--- config.mk ---
export PLATFORM = sky130hd
export DESIGN_NAME = thermal_monitor_config_regs
export DESIGN_NICKNAME = d
export VERILOG_FILES = /design/src/thermal_monitor_config_regs.v
export VERILOG_INCLUDE_DIRS = /design/src
export SDC_FILE = /design/constraint.sdc
export NUM_CORES = 1
export LEC_CHECK = 0
export ABC_AREA = 0
export BUFFER_PORTS_ARGS = -buffer_cell sky130_fd_sc_hd__buf_2
export CORE_MARGIN = 1
export CORE_UTILIZATION = 43
export CTS_CLUSTER_SIZE = 8
export DETAILED_ROUTE_END_ITERATION = 7
export PLACE_DENSITY = 0.78
export SLEW_MARGIN = 40
export SYNTH_ARGS = -nofsm -noshare
export SYNTH_HDL_FRONTEND = slang
export SYNTH_SLANG_ARGS = --single-unit
--- constraint.sdc ---
create_clock -name i_clk -period 3.49 [get_ports i_clk]
set_clock_uncertainty 0.15 [all_clocks]
set_input_delay 0.1745 -clock i_clk [delete_from_list [all_inputs] [get_ports i_clk]]
set_output_delay 0.1745 -clock i_clk [all_outputs]
set_load 0.01 [all_outputs]
--- src/thermal_cfg_defines.vh ---
/*
  Register offsets, field positions, reset values and encodings for the
  thermal monitor configuration register pair.
  Assumes it is included by bare name from the design file that uses it.
*/
// Overview of operation
// - Format bit one selects twos complement range.
// - Format bit zero selects offset-64 range.
// - New format applies immediately to all temperatures.
// - Offset range zero: half-degree steps, -63..+64.
// - Offset range one: one-degree steps, -63..+127.
// - Offset range governs all three offset registers.
// - Bit 2 sets spare pin direction.
// - Bit 3 sets spare output polarity.
// - Bit 4 selects voltage-ID or general I/O.
// - Bit 5 lets remote one drive overtemp.
// - Bit 6 lets local channel drive overtemp.
// - Bit 7 lets remote two drive overtemp.
// - Limit -64 disables channel in offset-64.
// - Limit -128 disables channel in twos complement.
// - Lock bit makes config register read-only.
// - Config register resets to 0x01.
// - Pulse count register resets to 0x55.
// - Two-bit fan codes select 1 to 4 pulses.
`ifndef THERMAL_CFG_DEFINES_VH
`define THERMAL_CFG_DEFINES_VH

`define ADDR_FAN_PULSE_COUNT_CFG 8'h7b
`define ADDR_TEMP_FORMAT_PIN_CFG 8'h7c
`define RST_FAN_PULSE_COUNT_CFG 8'h55
`define RST_TEMP_FORMAT_PIN_CFG 8'h01

`define BIT_TWOS_COMPLEMENT_SELECT 0
`define BIT_OFFSET_RANGE_SELECT 1
`define BIT_SPARE_IO_SIX_DIRECTION 2
`define BIT_SPARE_IO_SIX_POLARITY 3
`define BIT_VOLTAGE_ID_PIN_SELECT 4
`define BIT_REMOTE1_OVERTEMP_ENABLE 5
`define BIT_LOCAL_OVERTEMP_ENABLE 6
`define BIT_REMOTE2_OVERTEMP_ENABLE 7

`define LIMIT_OFF_OFFSET64 8'h00
`define LIMIT_OFF_TWOS 8'h80
`define OFFSET64_BIAS 8'h40

`endif

--- src/thermal_monitor_config_regs.v ---
/*
  Configuration register pair of a thermal and fan monitor: fan pulse count
  setting and temperature format / pin configuration, plus the decode of
  these settings into the datapath they steer.
  Assumes a serial management front end that delivers a one-cycle write
  strobe with address and data, and a combinational read address; the
  lock bit arrives as a level from another register on the same clock.
*/
`timescale 1ns/1ps
`include "thermal_cfg_defines.vh"

module thermal_monitor_config_regs (
  input wire i_clk,
  input wire i_sys_rst,
  input wire i_wr_en,
  input wire [7:0] i_addr,
  input wire [7:0] i_wr_data,
  output reg [7:0] o_rd_data,
  input wire i_lock,
  input wire [7:0] i_remote1_temp,
  input wire [7:0] i_local_temp,
  input wire [7:0] i_remote2_temp,
  input wire [7:0] i_remote1_limit,
  input wire [7:0] i_local_limit,
  input wire [7:0] i_remote2_limit,
  input wire [7:0] i_remote1_offset,
  input wire [7:0] i_local_offset,
  input wire [7:0] i_remote2_offset,
  input wire i_spare_io_six_in,
  output reg o_spare_io_six_out,
  output reg o_spare_io_six_oe,
  input wire i_spare_io_six_level,
  output reg o_spare_io_six_in_value,
  output reg o_voltage_id_pin_select,
  input wire i_overtemp_pin_in,
  output reg o_overtemp_pin_out,
  output reg o_overtemp_pin_oe,
  output reg o_overtemp_timer_in,
  output reg [2:0] o_fan_pulse_count_field_pulses,
  output reg [2:0] o_fan2_pulses,
  output reg [2:0] o_fan3_pulses,
  output reg [2:0] o_fan4_pulses,
  output reg signed [9:0] o_remote1_offset_half,
  output reg signed [9:0] o_local_offset_half,
  output reg signed [9:0] o_remote2_offset_half,
  output reg [7:0] o_remote1_temp_twos,
  output reg [7:0] o_local_temp_twos,
  output reg [7:0] o_remote2_temp_twos
);

  // ----------------------------------------------------------------
  // Register storage
  // ----------------------------------------------------------------
  reg [7:0] fan_pulse_count_cfg_q;
  reg [7:0] temp_format_pin_cfg_q;
  reg [2:0] pin_sync_q;
  reg [2:0] ot_sync_q;
  reg spare_in_q;
  reg ot_in_q;

  always @(posedge i_clk) begin
    if (i_sys_rst) begin
      fan_pulse_count_cfg_q <= `RST_FAN_PULSE_COUNT_CFG;
      temp_format_pin_cfg_q <= `RST_TEMP_FORMAT_PIN_CFG;
    end else if (i_wr_en) begin
      if (i_addr == `ADDR_FAN_PULSE_COUNT_CFG)
        fan_pulse_count_cfg_q <= i_wr_data;
      // A locked register ignores writes silently; nothing is reported.
      if (i_addr == `ADDR_TEMP_FORMAT_PIN_CFG && !i_lock)
        temp_format_pin_cfg_q <= i_wr_data;
    end
  end

  always @* begin
    case (i_addr)
      `ADDR_FAN_PULSE_COUNT_CFG: o_rd_data = fan_pulse_count_cfg_q;
      `ADDR_TEMP_FORMAT_PIN_CFG: o_rd_data = temp_format_pin_cfg_q;
      default: o_rd_data = 8'h00;
    endcase
  end

  // ----------------------------------------------------------------
  // Pin input synchronisers
  // ----------------------------------------------------------------
  // A change is accepted only when the second and third stages agree.
  always @(posedge i_clk) begin
    if (i_sys_rst) begin
      pin_sync_q <= 3'h0;
      ot_sync_q <= 3'h7;
      spare_in_q <= 1'b0;
      ot_in_q <= 1'b1;
    end else begin
      pin_sync_q <= {pin_sync_q[1:0], i_spare_io_six_level};
      ot_sync_q <= {ot_sync_q[1:0], i_overtemp_pin_in};
      if (pin_sync_q[1] == pin_sync_q[2])
        spare_in_q <= pin_sync_q[2];
      if (ot_sync_q[1] == ot_sync_q[2])
        ot_in_q <= ot_sync_q[2];
    end
  end

  // ----------------------------------------------------------------
  // Decode of settings
  // ----------------------------------------------------------------
  wire twos_complement_select = temp_format_pin_cfg_q[`BIT_TWOS_COMPLEMENT_SELECT];
  wire offset_range_select = temp_format_pin_cfg_q[`BIT_OFFSET_RANGE_SELECT];
  wire spare_io_six_direction = temp_format_pin_cfg_q[`BIT_SPARE_IO_SIX_DIRECTION];
  wire spare_io_six_polarity = temp_format_pin_cfg_q[`BIT_SPARE_IO_SIX_POLARITY];
  wire voltage_id_pin_select = temp_format_pin_cfg_q[`BIT_VOLTAGE_ID_PIN_SELECT];
  wire [2:0] ot_enable = temp_format_pin_cfg_q[7:5];

  // Converts a stored reading to twos complement; the stored value itself
  // is never rewritten, so flipping the format bit is instantly reversible.
  function [7:0] to_twos;
    input [7:0] raw;
    input twos;
    begin
      to_twos = twos ? raw : (raw - `OFFSET64_BIAS);
    end
  endfunction

  // Offset in half-degree units: half steps or whole-degree steps.
  function signed [9:0] offset_half;
    input [7:0] raw;
    input wide;
    begin
      if (wide)
        offset_half = {raw[7], raw, 1'b0};
      else
        offset_half = {raw[7], raw[7], raw};
    end
  endfunction

  function limit_off;
    input [7:0] lim;
    input twos;
    begin
      limit_off = twos ? (lim == `LIMIT_OFF_TWOS)
                       : (lim == `LIMIT_OFF_OFFSET64);
    end
  endfunction

  wire [7:0] r1_t = to_twos(i_remote1_temp, twos_complement_select);
  wire [7:0] lo_t = to_twos(i_local_temp, twos_complement_select);
  wire [7:0] r2_t = to_twos(i_remote2_temp, twos_complement_select);
  wire [7:0] r1_l = to_twos(i_remote1_limit, twos_complement_select);
  wire [7:0] lo_l = to_twos(i_local_limit, twos_complement_select);
  wire [7:0] r2_l = to_twos(i_remote2_limit, twos_complement_select);

  wire r1_hot = ot_enable[0] && !limit_off(i_remote1_limit, twos_complement_select) &&
                ($signed(r1_t) > $signed(r1_l));
  wire lo_hot = ot_enable[1] && !limit_off(i_local_limit, twos_complement_select) &&
                ($signed(lo_t) > $signed(lo_l));
  wire r2_hot = ot_enable[2] && !limit_off(i_remote2_limit, twos_complement_select) &&
                ($signed(r2_t) > $signed(r2_l));

  // ----------------------------------------------------------------
  // Registered outputs
  // ----------------------------------------------------------------
  always @(posedge i_clk) begin
    if (i_sys_rst) begin
      o_spare_io_six_out <= 1'b0;
      o_spare_io_six_oe <= 1'b0;
      o_spare_io_six_in_value <= 1'b0;
      o_voltage_id_pin_select <= 1'b0;
      o_overtemp_pin_out <= 1'b0;
      o_overtemp_pin_oe <= 1'b0;
      o_overtemp_timer_in <= 1'b0;
      o_fan_pulse_count_field_pulses <= 3'h2;
      o_fan2_pulses <= 3'h2;
      o_fan3_pulses <= 3'h2;
      o_fan4_pulses <= 3'h2;
      o_remote1_offset_half <= 10'sh000;
      o_local_offset_half <= 10'sh000;
      o_remote2_offset_half <= 10'sh000;
      o_remote1_temp_twos <= 8'h00;
      o_local_temp_twos <= 8'h00;
      o_remote2_temp_twos <= 8'h00;
    end else begin
      // Active level follows polarity; the pin is driven only as an output.
      o_spare_io_six_oe <= spare_io_six_direction;
      o_spare_io_six_out <= spare_io_six_polarity ? i_spare_io_six_in
                                                  : ~i_spare_io_six_in;
      o_spare_io_six_in_value <= spare_in_q;
      o_voltage_id_pin_select <= voltage_id_pin_select;
      // Overtemp pin is active low, open drain: drive low only when hot.
      o_overtemp_pin_out <= 1'b0;
      o_overtemp_pin_oe <= r1_hot | lo_hot | r2_hot;
      o_overtemp_timer_in <= ~ot_in_q;
      o_fan_pulse_count_field_pulses <= {1'b0, fan_pulse_count_cfg_q[1:0]} + 3'h1;
      o_fan2_pulses <= {1'b0, fan_pulse_count_cfg_q[3:2]} + 3'h1;
      o_fan3_pulses <= {1'b0, fan_pulse_count_cfg_q[5:4]} + 3'h1;
      o_fan4_pulses <= {1'b0, fan_pulse_count_cfg_q[7:6]} + 3'h1;
      o_remote1_offset_half <= offset_half(i_remote1_offset, offset_range_select);
      o_local_offset_half <= offset_half(i_local_offset, offset_range_select);
      o_remote2_offset_half <= offset_half(i_remote2_offset, offset_range_select);
      o_remote1_temp_twos <= r1_t;
      o_local_temp_twos <= lo_t;
      o_remote2_temp_twos <= r2_t;
    end
  end

endmodule

==> flow_summary.yaml <==
routing:
  drt_wl_total_microns: 10450
  viasPerCell: 4.833
  routed-via-count: 3625
  drc: 14
  drtAntennaViolNets: 0
  drtPass1Iterations: 6
  routedWlPerCell_microns: 13.93
  drt_iter0_markers: 94
timing:
  final.min_clock_period_ns: 2.483
  setup_slack_ns: 1.007
  finalHoldViolations: 0
  hold_slack_ns: 0.02982
  tightest_slew_ns: 0.7395
  rsz0062_at_grt: "no"
  fin_crit_sh_pct: 71.15
  finalSetupViolCount: 0
  finalSetupTns_ns: 0
  max_freq_mhz: 402.7
  slew_headroom_pct: 50.70
  final_max_slew_viol_count: 0
place:
  gp_congestion: 0.8111
  pre_cts_ws_ns: 1.004
  portBuffers: 174
  dp_hpwl_microns: 7220
die:
  core-area_sq_um: 8806
  start_util_pct: 45.01
  die_h_microns: 98.01
  io_pins: 176
  rows: 34
  dieWidth_microns: 98.01
  die_area_sq_um: 9606
cts:
  clock_path_buffers: 2
  cts_tree: "built"
  ctsHtreeMaxLevel: 3
  clkLatencyLatePin_ns: 0.35
  cts_root_buf: "clkbuf_8"
  clock-sinks: 93
  cts_buffers: 9
  cts_resized: 0
  clk_pin_slew_ns: 0.09
setup_path:
  cp_max_fo: 17
  critPathBufInv: 2
  path_cells: "buf_4, mux2_2, ha_1, inv_1, a2111oi_0, a32oi_1, o221ai_1, o211ai_1"
  crit_arrival_ns: 2.55
  end_kind: "flop"
  path_class: "reg -> reg"
  critPathSlowestCell: "a2111oi_0"
  cp_top_family: "compound AO/OA/AOI/OAI gates"
  critPathMaxStageDelay_ns: 0.44
  worst_setup_path_start_kind: "flop"
  required_ns: 3.56
  r2r_setup_slack_ns: 1.01
synth:
  synth_warnings: 0
  ys_seq_area_share_pct: 46.97
  synthCells: 405
  synthDistinctLibCells: 44
  yosys-top-cells-area: "dfxtp_1 47%, ha_1 9.8%, mux2i_1 7.8%"
  synth.top_cell.area_share_pct: 46.97
  yosys.area.top_type: "dfxtp_1"
  ys_seq_elements: 93
  syn_area_sq_um: 3964
  synth_nets: 531
  syn_avg_cell_area_sq_um: 9.787
global_routing:
  track_usage_pct: 22.06
  grt_pass1_wl_microns: 16700
  grt_max_degree: 56
  grt_pass1_vias: 3558
  antenna_found_initial: 0
  globalRouteOverflowTotal: 0
power_and_ir_drop:
  power_leakage_nw: 2.825
  ir_worst_vdd_v: 0.0002283
  p_per_area_nw_per_um2: 358.4
final_layout:
  nFillCells: 728
  antennaDiodeCount: 0
  layout_common_cells: "174 x buf_2, 93 x dfxtp_1, 66 x dlygate4sd3_1, 45 x nor2_1, 35 x nor2b_1"
  drive_gt1_share_pct: 31.93
  seq_area_sq_um: 1862
  syn_to_final_growth_pct: 44.25
  final_common_cell: "buf_2"
  final_nets: 764
  multi_input_area_sq_um: 1872
status:
  violations: "DRC"
  outcome: "finished, violations left"
flow_run:
  drv_cap: 0
worst_hold_path:
  hold_path_class: "in -> reg"
[through the flow]
step	power, mW	util [%]	cells	instance area, sq um
final	2.049	64.93	750	5718
after global routing	2.152	64.93	750	5718
after CTS	2.073	64.93	750	5718
after detailed placement	1.379	55.48	669	4886
after global placement	1.368	55.48	669	4886
after floorplan	1.256	-	405	3964
[routing by layer]
layer | global-route usage (%) | up-vias | wire length, microns
li1 | - | 1808 | -
met1 | 24.18 | 1668 | 4118
met2 | 41.77 | 133 | 5476
met3 | 3.722 | 16 | 654
met4 | 8.974 | 0 | 201
met5 | 0 | - | 0
[synth_stat cells (all sizes together)]
| library cell | count |
|---|---|
| mux2i | 31 |
| xor2 | 7 |
| dfxtp | 93 |
| o211ai | 3 |
| and4 | 1 |
| nand3b | 5 |
| a22o | 8 |
| nor4 | 5 |
| a21oi | 14 |
| or4 | 3 |
| nor4b | 2 |
| or2 | 7 |
| xnor2 | 1 |
| nand3 | 2 |
| nor2 | 45 |
| a211o | 1 |
| o41ai | 1 |
| inv | 33 |
| o21bai | 1 |
| nor2b | 35 |
| nand4b | 1 |
| a21o | 1 |
| clkbuf | 11 |
| conb | 1 |
| buf | 10 |
| a31oi | 1 |
| a2111oi | 3 |
| and2 | 4 |
| o221ai | 2 |
| nand4 | 4 |
| nor3 | 1 |
| a32oi | 1 |
| a32o | 1 |
| o21ai | 5 |
| nand2b | 3 |
| a211oi | 1 |
| nand2 | 24 |
| ha | 31 |
| mux2 | 2 |
[worst register-to-register path, stage by stage, from the launching register on]
cell and delay (ns):
dfxtp_1 0.33, buf_4 0.23, mux2_2 0.38, ha_1 0.34, inv_1 0.07, a2111oi_0 0.44, a32oi_1 0.10, o221ai_1 0.21
o211ai_1 0.12
[worst paths after layout]
kind	start	endpoint	cells past startpoint
setup / recovery	temp_format_pin_cfg_q[0]	o_overtemp_pin_oe	8
hold / removal	i_remote1_temp[7]	o_remote1_temp_twos[7]	3
setup reg to reg	temp_format_pin_cfg_q[0]	o_overtemp_pin_oe	8
hold reg to reg	ot_sync_q[0]	ot_sync_q[1]	1
[repair_timing]
action / CTS / global route
buffers inserted: 0 / 0
hold endpoints to repair: 67 / 0
hold buffers: 66 / 0
setup endpoints to repair: 0 / 0
[power by group]
part	switching, mW	internal (mW)	leakage (nW)
Combinational	0.146	0.165	1.99
Clock	0.374	0.260	0.0744
Sequential	0.00955	1.10	0.765
[cells by family after synthesis]
| family | synth area share, % |
|---|---|
| multiplexers | 8.396 |
| AO/OA/AOI/OAI | 7.482 |
| other | 0.09461 |
| flip-flops | 46.97 |
| AND/OR/NAND/NOR | 19.70 |
| buffers and inverters | 5.808 |
| XOR/XNOR | 1.768 |
| adder cells (fa/ha/maj) | 9.785 |
[registers in the layout, indices dropped and copies added (netlist names)]
name / flops
ot_in_q: 1
temp_format_pin_cfg_q: 8
o_fan3_pulses: 3
spare_in_q: 1
o_local_temp_twos: 8
o_remote1_offset_half: 9
fan_pulse_count_cfg_q: 8
o_overtemp_timer_in: 1
o_remote2_temp_twos: 8
o_fan2_pulses: 3
ot_sync_q: 3
pin_sync_q: 3
o_remote1_temp_twos: 8
o_fan4_pulses: 3
o_fan_pulse_count_field_pulses: 3
o_remote2_offset_half: 9
o_spare_io_six_out: 1
o_spare_io_six_in_value: 1
o_voltage_id_pin_select: 1
o_local_offset_half: 9
o_overtemp_pin_oe: 1
o_spare_io_six_oe: 1
[layout make-up]
class | count | share of cell area [%]
inverter | 33 | 2.166
clock buffer | 9 | 2.166
clock inverter | 6 | 0.8315
tap | 108 | 2.363
timing repair buffer | 243 | 27.18
multi-input combinational | 258 | 32.74
sequential | 93 | 32.56
No activity file was read; power rests on OpenSTA's default activity.
